<file path="config.mk">
export PLATFORM = sky130hd
export DESIGN_NAME = acsr_top
export DESIGN_NICKNAME = d
export VERILOG_FILES = /design/src/shared/acsr_pkg.sv /design/src/rtl/acsr_result_fmt.sv /design/src/rtl/acsr_chan_route.sv /design/src/rtl/acsr_top.sv
export SDC_FILE = /design/constraint.sdc
export NUM_CORES = 1
export LEC_CHECK = 0
export ABC_AREA = 1
export BUFFER_PORTS_ARGS = -buffer_cell sky130_fd_sc_hd__buf_4
export CORE_ASPECT_RATIO = 1.4
export CORE_MARGIN = 2
export CORE_UTILIZATION = 44
export DETAILED_ROUTE_END_ITERATION = 7
export GPL_TIMING_DRIVEN = 1
export PLACE_DENSITY = 0.92
export SLEW_MARGIN = 5
export SYNTH_ARGS = -nofsm -noshare
export SYNTH_HDL_FRONTEND = slang
export SYNTH_SLANG_ARGS = --single-unit
</file>
<file path="constraint.sdc">
create_clock -name hclk -period 1.45 [get_ports hclk]
set_input_delay 0.3625 -clock hclk [delete_from_list [all_inputs] [get_ports hclk]]
set_output_delay 0.3625 -clock hclk [all_outputs]
set_load 0.02 [all_outputs]
</file>
<file path="src/shared/acsr_pkg.sv">
// Constants for the converter control and status register block
// How it works
// - Busy flag reads 1 while converting, 0 once the conversion completed.
// - Power-off bit 0 keeps converter powered; 1 switches it off.
// - Justify bit 0 puts result MSB..LSB at high7..low4; 1 at high3..low0.
// - With internal reference off, channel field picks external input 0..3.
// - Start 0 to 1 resets converter, sets busy; 1 to 0 begins conversion.
// - Internal reference select routes bandgap, disconnects all external inputs.
// - Result bits not holding the 12-bit value read as zero.
package acsr_pkg;
    localparam int RES_W = 12;
    localparam int DATA_W = 32;
    localparam int IDX_W = 3;
    localparam int EVT_W = 2;
    // Register word indexes, byte address is four times these
    localparam logic [IDX_W-1:0] IDX_CTRL0 = 3'h0;
    localparam logic [IDX_W-1:0] IDX_CTRL1 = 3'h1;
    localparam logic [IDX_W-1:0] IDX_RES_HI = 3'h2;
    localparam logic [IDX_W-1:0] IDX_RES_LO = 3'h3;
    localparam logic [IDX_W-1:0] IDX_STATUS = 3'h4;
    localparam logic [IDX_W-1:0] IDX_MASK = 3'h5;
    // First control register fields
    localparam int C0_START = 7;
    localparam int C0_BUSY = 6;
    localparam int C0_OFF = 5;
    localparam int C0_JUST = 4;
    localparam int C0_CH1 = 1;
    localparam int C0_CH0 = 0;
    // Second control register fields
    localparam int C1_INTREF = 7;
    localparam int C1_BGEN = 6;
    localparam int C1_VREF = 4;
    localparam int C1_DIV2 = 2;
    localparam int C1_DIV0 = 0;
    // Event bits
    localparam int EV_DONE = 0;
    localparam int EV_START_OFF = 1;
    // Reset values
    localparam logic RST_START = 1'b0;
    localparam logic RST_BUSY = 1'b1;
    localparam logic RST_OFF = 1'b1;
    localparam logic RST_JUST = 1'b0;
    localparam logic [1:0] RST_CHAN = 2'h0;
    localparam logic [7:0] RST_CTRL1 = 8'h00;
    localparam logic [EVT_W-1:0] RST_EVT = 2'h0;
endpackage

</file>
<file path="src/rtl/acsr_result_fmt.sv">
// Places the conversion value into the two result bytes
module acsr_result_fmt (
    // Value and format
    input wire logic [acsr_pkg::RES_W-1:0] result,
    input wire logic justify_right,
    // Result bytes
    output logic [7:0] result_high_byte,
    output logic [7:0] result_low_byte
);
    logic [15:0] packed_w;

    always_comb
    begin
        // Unused positions are filled with zero either way
        if (justify_right)
        begin
            packed_w = {4'h0, result};
        end
        else
        begin
            packed_w = {result, 4'h0};
        end
        result_high_byte = packed_w[15:8];
        result_low_byte = packed_w[7:0];
    end
endmodule

</file>
<file path="src/rtl/acsr_chan_route.sv">
// Decodes the analog input routing from the channel controls
module acsr_chan_route (
    // Controls
    input wire logic [1:0] chan,
    input wire logic internal_ref_select,
    // Routing
    output logic [3:0] analog_input_sel,
    output logic bandgap_route
);
    always_comb
    begin
        analog_input_sel = 4'h0;
        bandgap_route = internal_ref_select;
        if (!internal_ref_select)
        begin
            analog_input_sel[chan] = 1'b1;
        end
    end
endmodule

</file>
<file path="src/rtl/acsr_top.sv">
// Converter control and status registers behind an AHB-Lite slave
module acsr_top (
    // Clock and reset
    input wire logic hclk,
    input wire logic hresetn,
    // AHB-Lite slave
    input wire logic hsel,
    input wire logic [31:0] haddr,
    input wire logic [1:0] htrans,
    input wire logic hwrite,
    input wire logic [2:0] hsize,
    input wire logic [31:0] hwdata,
    input wire logic hready,
    output logic hreadyout,
    output logic hresp,
    output logic [31:0] hrdata,
    // Converter side
    input wire logic conv_done,
    input wire logic [acsr_pkg::RES_W-1:0] conv_data,
    output logic conv_reset,
    output logic conv_start,
    output logic converter_power_off,
    output logic bandgap_enable,
    output logic reference_source_select,
    output logic [2:0] conv_clock_div,
    output logic [3:0] analog_input_sel,
    output logic bandgap_route,
    // Interrupt
    output logic irq
);
    typedef struct packed {
        logic start;
        logic busy;
        logic power_off;
        logic justify;
        logic [1:0] chan;
        logic int_ref;
        logic bg_en;
        logic vref_sel;
        logic [2:0] clk_div;
        logic [acsr_pkg::RES_W-1:0] result;
        logic [acsr_pkg::EVT_W-1:0] status;
        logic [acsr_pkg::EVT_W-1:0] mask;
        logic wr_pend;
        logic [acsr_pkg::IDX_W-1:0] wr_idx;
        logic conv_start;
        logic [31:0] rdata;
    } acsr_state_t;

    acsr_state_t q;
    acsr_state_t d;
    logic [7:0] res_hi;
    logic [7:0] res_lo;
    logic addr_ok;
    logic req;
    logic rd_req;
    logic rd_stall;
    logic [acsr_pkg::IDX_W-1:0] a_idx;
    logic [acsr_pkg::EVT_W-1:0] events;
    logic [7:0] rd_byte;
    logic [7:0] ctrl1_w;

    acsr_result_fmt u_fmt (
        .result(q.result),
        .justify_right(q.justify),
        .result_high_byte(res_hi),
        .result_low_byte(res_lo)
    );

    acsr_chan_route u_route (
        .chan(q.chan),
        .internal_ref_select(q.int_ref),
        .analog_input_sel(analog_input_sel),
        .bandgap_route(bandgap_route)
    );

    // Upper address bits beyond the window are not decoded
    assign a_idx = haddr[acsr_pkg::IDX_W+1:2];
    assign addr_ok = (haddr[7:acsr_pkg::IDX_W+2] == 3'h0);
    assign req = hsel && htrans[1] && hready;
    assign rd_req = req && !hwrite;
    // A read right behind a write waits one cycle so it sees the new value
    assign rd_stall = rd_req && q.wr_pend;
    assign ctrl1_w = hwdata[7:0];

    always_comb
    begin
        d = q;
        d.conv_start = 1'b0;
        events = '0;
        rd_byte = 8'h00;
        // Completion is ignored while the converter is held in reset
        if (conv_done && !q.start && q.busy)
        begin
            d.result = conv_data;
            d.busy = 1'b0;
            events[acsr_pkg::EV_DONE] = 1'b1;
        end
        if (q.wr_pend)
        begin
            unique case (q.wr_idx)
                acsr_pkg::IDX_CTRL0:
                begin
                    d.start = hwdata[acsr_pkg::C0_START];
                    d.power_off = hwdata[acsr_pkg::C0_OFF];
                    d.justify = hwdata[acsr_pkg::C0_JUST];
                    d.chan = hwdata[acsr_pkg::C0_CH1:acsr_pkg::C0_CH0];
                    // Bits 3..2 and the busy bit are not stored
                    if (hwdata[acsr_pkg::C0_START] && !q.start)
                    begin
                        d.busy = 1'b1;
                        events[acsr_pkg::EV_START_OFF] =
                            hwdata[acsr_pkg::C0_OFF];
                    end
                    if (!hwdata[acsr_pkg::C0_START] && q.start)
                    begin
                        d.conv_start = 1'b1;
                    end
                end
                acsr_pkg::IDX_CTRL1:
                begin
                    d.int_ref = ctrl1_w[acsr_pkg::C1_INTREF];
                    d.bg_en = ctrl1_w[acsr_pkg::C1_BGEN];
                    d.vref_sel = ctrl1_w[acsr_pkg::C1_VREF];
                    d.clk_div = ctrl1_w[acsr_pkg::C1_DIV2:acsr_pkg::C1_DIV0];
                end
                acsr_pkg::IDX_STATUS:
                begin
                    d.status = q.status & ~hwdata[acsr_pkg::EVT_W-1:0];
                end
                acsr_pkg::IDX_MASK:
                begin
                    d.mask = hwdata[acsr_pkg::EVT_W-1:0];
                end
                default:
                begin
                end
            endcase
        end
        // A new event wins over a clear in the same cycle
        d.status = d.status | events;
        d.wr_pend = req && hwrite && addr_ok;
        d.wr_idx = a_idx;
        if (rd_req && !rd_stall)
        begin
            if (addr_ok)
            begin
                unique case (a_idx)
                    acsr_pkg::IDX_CTRL0:
                    begin
                        rd_byte = {q.start, q.busy, q.power_off, q.justify,
                                   2'h0, q.chan};
                    end
                    acsr_pkg::IDX_CTRL1:
                    begin
                        rd_byte = {q.int_ref, q.bg_en, 1'b0, q.vref_sel,
                                   1'b0, q.clk_div};
                    end
                    acsr_pkg::IDX_RES_HI:
                    begin
                        rd_byte = res_hi;
                    end
                    acsr_pkg::IDX_RES_LO:
                    begin
                        rd_byte = res_lo;
                    end
                    acsr_pkg::IDX_STATUS:
                    begin
                        rd_byte = {6'h00, q.status};
                    end
                    acsr_pkg::IDX_MASK:
                    begin
                        rd_byte = {6'h00, q.mask};
                    end
                    default:
                    begin
                        rd_byte = 8'h00;
                    end
                endcase
            end
            d.rdata = {24'h000000, rd_byte};
        end
    end

    always_ff @(posedge hclk or negedge hresetn)
    begin
        if (!hresetn)
        begin
            q.start <= acsr_pkg::RST_START;
            q.busy <= acsr_pkg::RST_BUSY;
            q.power_off <= acsr_pkg::RST_OFF;
            q.justify <= acsr_pkg::RST_JUST;
            q.chan <= acsr_pkg::RST_CHAN;
            q.int_ref <= acsr_pkg::RST_CTRL1[acsr_pkg::C1_INTREF];
            q.bg_en <= acsr_pkg::RST_CTRL1[acsr_pkg::C1_BGEN];
            q.vref_sel <= acsr_pkg::RST_CTRL1[acsr_pkg::C1_VREF];
            q.clk_div <= acsr_pkg::RST_CTRL1[acsr_pkg::C1_DIV2:0];
            q.result <= '0;
            q.status <= acsr_pkg::RST_EVT;
            q.mask <= acsr_pkg::RST_EVT;
            q.wr_pend <= 1'b0;
            q.wr_idx <= '0;
            q.conv_start <= 1'b0;
            q.rdata <= 32'h00000000;
        end
        else
        begin
            q <= d;
        end
    end

    assign hreadyout = !rd_stall;
    assign hresp = 1'b0;
    assign hrdata = q.rdata;
    assign conv_reset = q.start;
    assign conv_start = q.conv_start;
    assign converter_power_off = q.power_off;
    assign bandgap_enable = q.bg_en;
    assign reference_source_select = q.vref_sel;
    assign conv_clock_div = q.clk_div;
    assign irq = |(q.status & q.mask);
endmodule

</file>
==> results.py, run 1 <==
metrics = {
    "place": {
        "port_buffers": 54,
        "place_hpwl_um": 3740,
        "dp_worst_setup_slack_ps": 134,
        "place_area_sq_um": 2580,
        "globalplace.congestion": 0.849,
    },
    "grt": {
        "grt_pass1_vias": 1895,
        "gr-total-overflow": 0,
        "grt_usage": 0.186,
        "antenna_found_initial": 0,
        "grt_start_max_net_pins": 42,
        "grt_first_pass_wirelength_um": 8180,
    },
    "detailed_routing": {
        "routedWlPerCell_um": 12.3,
        "vias": 1960,
        "via_per_inst": 4.80,
        "drt_first_pass_iters": 5,
        "drcViolationCount": 0,
        "wl_um": 5030,
        "ant_nets": 0,
        "drt_first_iter_violations": 85,
    },
    "timing": {
        "fin_crit_ps": 1460,
        "tightest_slew_ps": 508,
        "fmax_mhz": 683,
        "layout_setup_ws_ps": -14.3,
        "fin_crit_sh": 1.01,
        "maxSlewHeadroom": 0.661,
        "setup_viol_count_final": 5,
        "clock-skew-final_ps": 9.21,
        "hold_viol": 0,
        "rsz0062_at_grt": "yes",
        "maxSlewViolCount": 0,
    },
    "floorplan": {
        "die-area_sq_um": 5820,
        "dieWidth_um": 65.1,
        "pin_count": 135,
        "die_y_um": 89.5,
        "start_util": 0.448,
        "core_sq_um": 5120,
        "rows": 31,
    },
    "yosys": {
        "ys.flop_type": "dfrtp_1",
        "yosys_warnings": 0,
        "synth_top_family_by_area": "simple AND/OR/NAND/NOR gates",
        "async_flop_share": 1.00,
        "synth-simple-area-share": 0.266,
        "syn_inst": 288,
        "synth_compound_area_frac": 0.0757,
        "synth_xor_area_frac": 0,
        "syn-cell-area_sq_um": 2300,
        "ys_ff_latch": 41,
        "synthAdderAreaFrac": 0,
        "muxShareOfSynthArea": 0.0294,
        "yosysSeqAreaShare": 0.448,
        "synth_edf_count": 0,
        "synthDistinctLibCells": 26,
        "syn_area_per_cell_sq_um": 7.97,
    },
    "worst_hold_path": {
        "hold_path.class": "in2async",
    },
    "final_layout": {
        "stdcell_area_sq_um": 2760,
        "layout-drive-gt1-share": 0.287,
        "syn2layout_area_growth_pct": 20.2,
        "diodes": 0,
        "final_common_cell": "nand2_1",
        "layout_common_cells": "nand2_1, buf_4, dfrtp_1",
        "nNetsFinal": 428,
    },
    "worst_setup_path": {
        "cp.required_ps": 1090,
        "cp_max_fo": 4,
        "worst_setup_path_start_kind": "register",
        "worstSetupStartpoint": "q[59]",
        "crit_path_end_kind": "primary output",
        "worstSetupPathType": "reg2out",
        "reg2reg_from": "q[34]",
        "crit_arrival_ps": 1100,
    },
    "pwr": {
        "comb_power_share": 0.147,
        "p_int_mw": 1.69,
        "powerDensity_nw_per_um2": 838,
        "power_frac_seq": 0.521,
        "pwr-share-clk": 0.332,
        "p_sw_mw": 0.625,
        "max-vdd-ir-drop_uv": 563,
        "switching_share": 0.270,
        "leakage_nw": 1.53,
    },
    "clocking": {
        "cts_buffer_depth": 2,
        "cts_buffers": 5,
        "holdBufCountCts": 0,
        "cts_tree": "yes",
        "cts-root-buf": "clkbuf_8",
        "htree_levels": 2,
        "clk_pin_slew_ps": 80,
        "cts_sinks": 41,
        "clock_latency_ps": 300,
    },
    "run": {
        "maxCapViolCount": 0,
    },
    "outcome": {
        "status": "complete, but fails checks",
        "violations": "negative setup slack",
    },
}
[path summary, 6_finish.rpt]
check | depth (start not counted) | endpoint | slack (ps)
min in group hclk | 2 | conv_start | 240
worst min register to register | 2 | hrdata[3] | 490
worst max-delay path | 2 | analog_input_sel[2] | -10
worst max register to register | 3 | conv_start | 190
max in group asynchronous | 1 | converter_power_off | 1050
worst min-delay path | 1 | q[40] | 20
[cell usage after synthesis (2+ instances only)]
cell	number	area, sq um
a21oi_1	8	40.0
buf_4	37	278
inv_2	3	11.3
buf_2	5	25.0
dfrtp_1	39	976
nand2_1	81	304
nor3_1	8	40.0
nor2_1	17	63.8
o21bai_1	2	15.0
mux2_2	3	33.8
dfstp_2	2	52.6
o21ai_0	14	70.1
nor2_2	2	12.5
nand2_2	3	18.8
o21ai_1	8	40.0
nor2_4	3	33.8
nand4_1	4	25.0
nand3_1	19	95.1
mux2_1	3	33.8
inv_1	21	78.8
[registers in the layout (all words and copies together), names as in the netlist]
name                     flops
reference_source_select      1
bandgap_enable               1
conv_reset                   1
hrdata                       8
conv_clock_div               3
q                           25
conv_start                   1
converter_power_off          1
[power groups by stage]
stage	Sequential [mW]	Combinational (mW)	Clock (mW)
2_1_floorplan	1.22	0.247	0
3_3_place_gp	1.22	0.317	0
3_5_place_dp	1.22	0.325	0
4_1_cts	1.20	0.339	0.780
5_1_grt	1.21	0.379	0.826
6_report	1.20	0.341	0.768
[routing by layer]
layer  up-vias  part of all wire  GRT usage
met5         -                 0          0
met4         0             0.036      0.129
met3        15             0.075     0.0378
met2        99              0.51      0.317
met1       882              0.38      0.208
li1        964                 -          -
[metrics by stage]
step           power (mW)   util  hold slack [ps]  TNS [ps]  std cells
3_3_place_gp         1.54  0.504              353         0        392
6_report             2.31  0.539             21.4     -34.5        408
3_5_place_dp         1.55  0.504              368         0        392
4_1_cts              2.32  0.533             37.5     -6.55        406
2_1_floorplan        1.47      -             66.9         0        312
5_1_grt              2.41  0.539             64.7      -206        408
[cells by family (layout without fill, tap and decap cells)]
| family | count (synthesis) | count (layout) |
|---|---|---|
| flops | 41 | 41 |
| compound gates | 33 | 33 |
| simple gates | 139 | 139 |
| buf+inv | 68 | 98 |
| other cells | 1 | 25 |
| mux | 6 | 6 |
[critical path, stage by stage, from the launching register on]
cell,delay [ps]
dfrtp_2,450
nor3_2,180
buf_4,160
[cell type report]
class / instances / area [sq um]
clock buffer: 8 / 90.1
fill: 470 / 2360
inverter: 25 / 96.3
multi-input combinational: 203 / 967
sequential: 41 / 1030
tap: 66 / 82.6
timing repair buffer: 65 / 492
[timing repair]
action / in CTS / in global routing
pin swaps: 1 / 2
cloned: 0 / 0
gates resized for setup: 3 / 7
endpoints found under the setup margin: 5 / 5
setup buffers: 6 / 2
Note: power is estimated with default switching activity, not from simulation.
==> run 2, diff against run 1 <==
- CORE_ASPECT_RATIO: 1.4 -> 1.75
==> results.py, run 2 (synthesis gave the netlist of run 1 again) <==
metrics = {
    "timing": {
        "holdWs_ps": 26.2,
        "maxSlewViolCount": 0,
        "layout_setup_ws_ps": -42.5,
        "fin_crit_ps": 1490,
        "fin_crit_sh": 1.03,
        "rsz0062_at_grt": "yes",
        "clock-skew-final_ps": 7.63,
        "hold_viol": 0,
        "setup_viol_count_final": 4,
        "maxSlewHeadroom": 0.666,
        "fmax_mhz": 670,
        "tightest_slew_ps": 501,
    },
    "detailed_routing": {
        "wl_um": 5220,
        "vias": 1994,
        "drcViolationCount": 5,
        "drt_first_pass_iters": 7,
        "via_per_inst": 5.05,
        "routedWlPerCell_um": 13.2,
        "drt_first_iter_violations": 84,
        "ant_nets": 0,
    },
    "worst_setup_path": {
        "cp_slowest_stage_delay_ps": 460,
        "rr_worst_depth": 4,
        "crit_family": "flip-flops",
        "worstSetupPathType": "reg2out",
        "crit_path_end_kind": "primary output",
        "critical-path-slowest-cell": "dfrtp_2",
        "crit_arrival_ps": 1130,
        "r2r-end": "q[47]",
        "worst_setup_path_start_kind": "register",
        "crit_chain": "nor3_1 > buf_4",
        "reg2reg_from": "q[63]",
        "cp_max_fo": 5,
        "r2r_slack_ps": 160,
        "cp.required_ps": 1090,
        "path_buf_inv": 1,
    },
    "place": {
        "place_hpwl_um": 3860,
        "globalplace.congestion": 0.821,
        "port_buffers": 54,
    },
    "pwr": {
        "power_frac_seq": 0.521,
        "leakage_nw": 1.54,
        "p_sw_mw": 0.620,
        "powerDensity_nw_per_um2": 839,
        "p_int_mw": 1.69,
        "pwr-share-clk": 0.328,
        "max-vdd-ir-drop_uv": 622,
        "switching_share": 0.268,
        "comb_power_share": 0.151,
    },
    "outcome": {
        "status": "complete, but fails checks",
        "violations": "design-rule violations, negative setup slack",
    },
    "clocking": {
        "clock_latency_ps": 290,
        "cts_buffers": 5,
        "holdBufCountCts": 0,
        "cts_tree": "yes",
        "cts_buffer_depth": 2,
        "cts_sinks": 41,
        "cts-root-buf": "clkbuf_8",
        "clk_pin_slew_ps": 70,
        "htree_levels": 2,
    },
    "floorplan": {
        "die_y_um": 99.6,
        "pin_count": 135,
        "dieWidth_um": 58.6,
        "core_sq_um": 5020,
        "die-area_sq_um": 5830,
        "start_util": 0.457,
        "rows": 34,
    },
    "grt": {
        "grt_first_pass_wirelength_um": 8550,
        "grt_usage": 0.190,
        "gr-total-overflow": 0,
        "antenna_found_initial": 0,
        "grt_pass1_vias": 1937,
        "grt_start_max_net_pins": 42,
    },
    "final_layout": {
        "utilization": 0.549,
        "fillers": 431,
        "layout_common_cells": "nand2_1, buf_4, dfrtp_1",
        "largest_register_ffs": 25,
        "regMostFlops": "q",
        "nNetsFinal": 427,
        "final_common_cell": "nand2_1",
        "layout-drive-gt1-share": 0.279,
        "diodes": 0,
        "syn2layout_area_growth_pct": 20.1,
    },
    "worst_hold_path": {
        "hold_path.class": "in2async",
    },
    "run": {
        "maxCapViolCount": 0,
    },
}
[run 2: cell types whose count changed in the layout (fill, tap and decap cells not counted)]
cell / change
dfrtp_1: +1
nor3_1: +1
nor3_4: +1
nor3_2: -2
buf_6: +2
buf_12: +1
dfrtp_2: -1
buf_4: -4
[run 2: worst max-delay path by stage]
stage	to	slack, ps	cells past startpoint	startpoint
after floorplan	analog_input_sel[3]	60	1	q[58]
after global placement	hrdata[3]	110	6	haddr[6]
after detailed placement	hrdata[2]	90	6	haddr[6]
after CTS	analog_input_sel[0]	-20	2	q[60]
after global routing	analog_input_sel[1]	-80	3	q[59]
final	analog_input_sel[0]	-40	2	q[60]
[run 2: area by class of cell]
type	count	area (sq um)	area share
Inverter	25	96.3	0.0349
Sequential cell	41	1030	0.374
Clock buffer	8	90.1	0.0327
Timing Repair Buffer	64	504	0.183
Multi-Input combinational cell	203	968	0.351
Tap cell	54	67.6	0.0245
[run 2: metrics by stage]
step	TNS, ps	area [sq um]	std cells	setup slack [ps]	total power [mW]
finish	-81.5	2760	395	-42.5	2.31
global route	-305	2760	395	-82.5	2.41
CTS	-43.6	2710	393	-20.3	2.32
detailed placement	0	2580	380	87.6	1.56
global placement	0	2580	380	110	1.55
floorplan	0	2390	312	61.9	1.47
[run 2: repair_timing]
action | 4_1_cts | 5_1_grt
setup buffers | 5 | 2
resized for setup | 2 | 9
pin swaps | 0 | 2
endpoints found under the setup margin | 5 | 5
[run 2: worst reg2reg max path: stages, from the launching register on]
cell and delay (ps):
dfstp_2 560, nand3_2 200, buf_4 250, nor2_1 110, a21oi_1 60
[run 2: metal layers]
layer / wire length, um / global-route usage / part of all wire
met1: 1890 / 0.203 / 0.36
met5: 0 / 0 / 0
met3: 344 / 0.0273 / 0.066
met2: 2810 / 0.339 / 0.54
met4: 166 / 0.114 / 0.032
[run 2: power by group through the flow]
stage / clock, mW / combinational (mW) / sequential, mW
floorplan: 0 / 0.247 / 1.22
global placement: 0 / 0.322 / 1.22
detailed placement: 0 / 0.331 / 1.22
CTS: 0.773 / 0.344 / 1.20
global route: 0.821 / 0.384 / 1.21
finish: 0.760 / 0.349 / 1.20
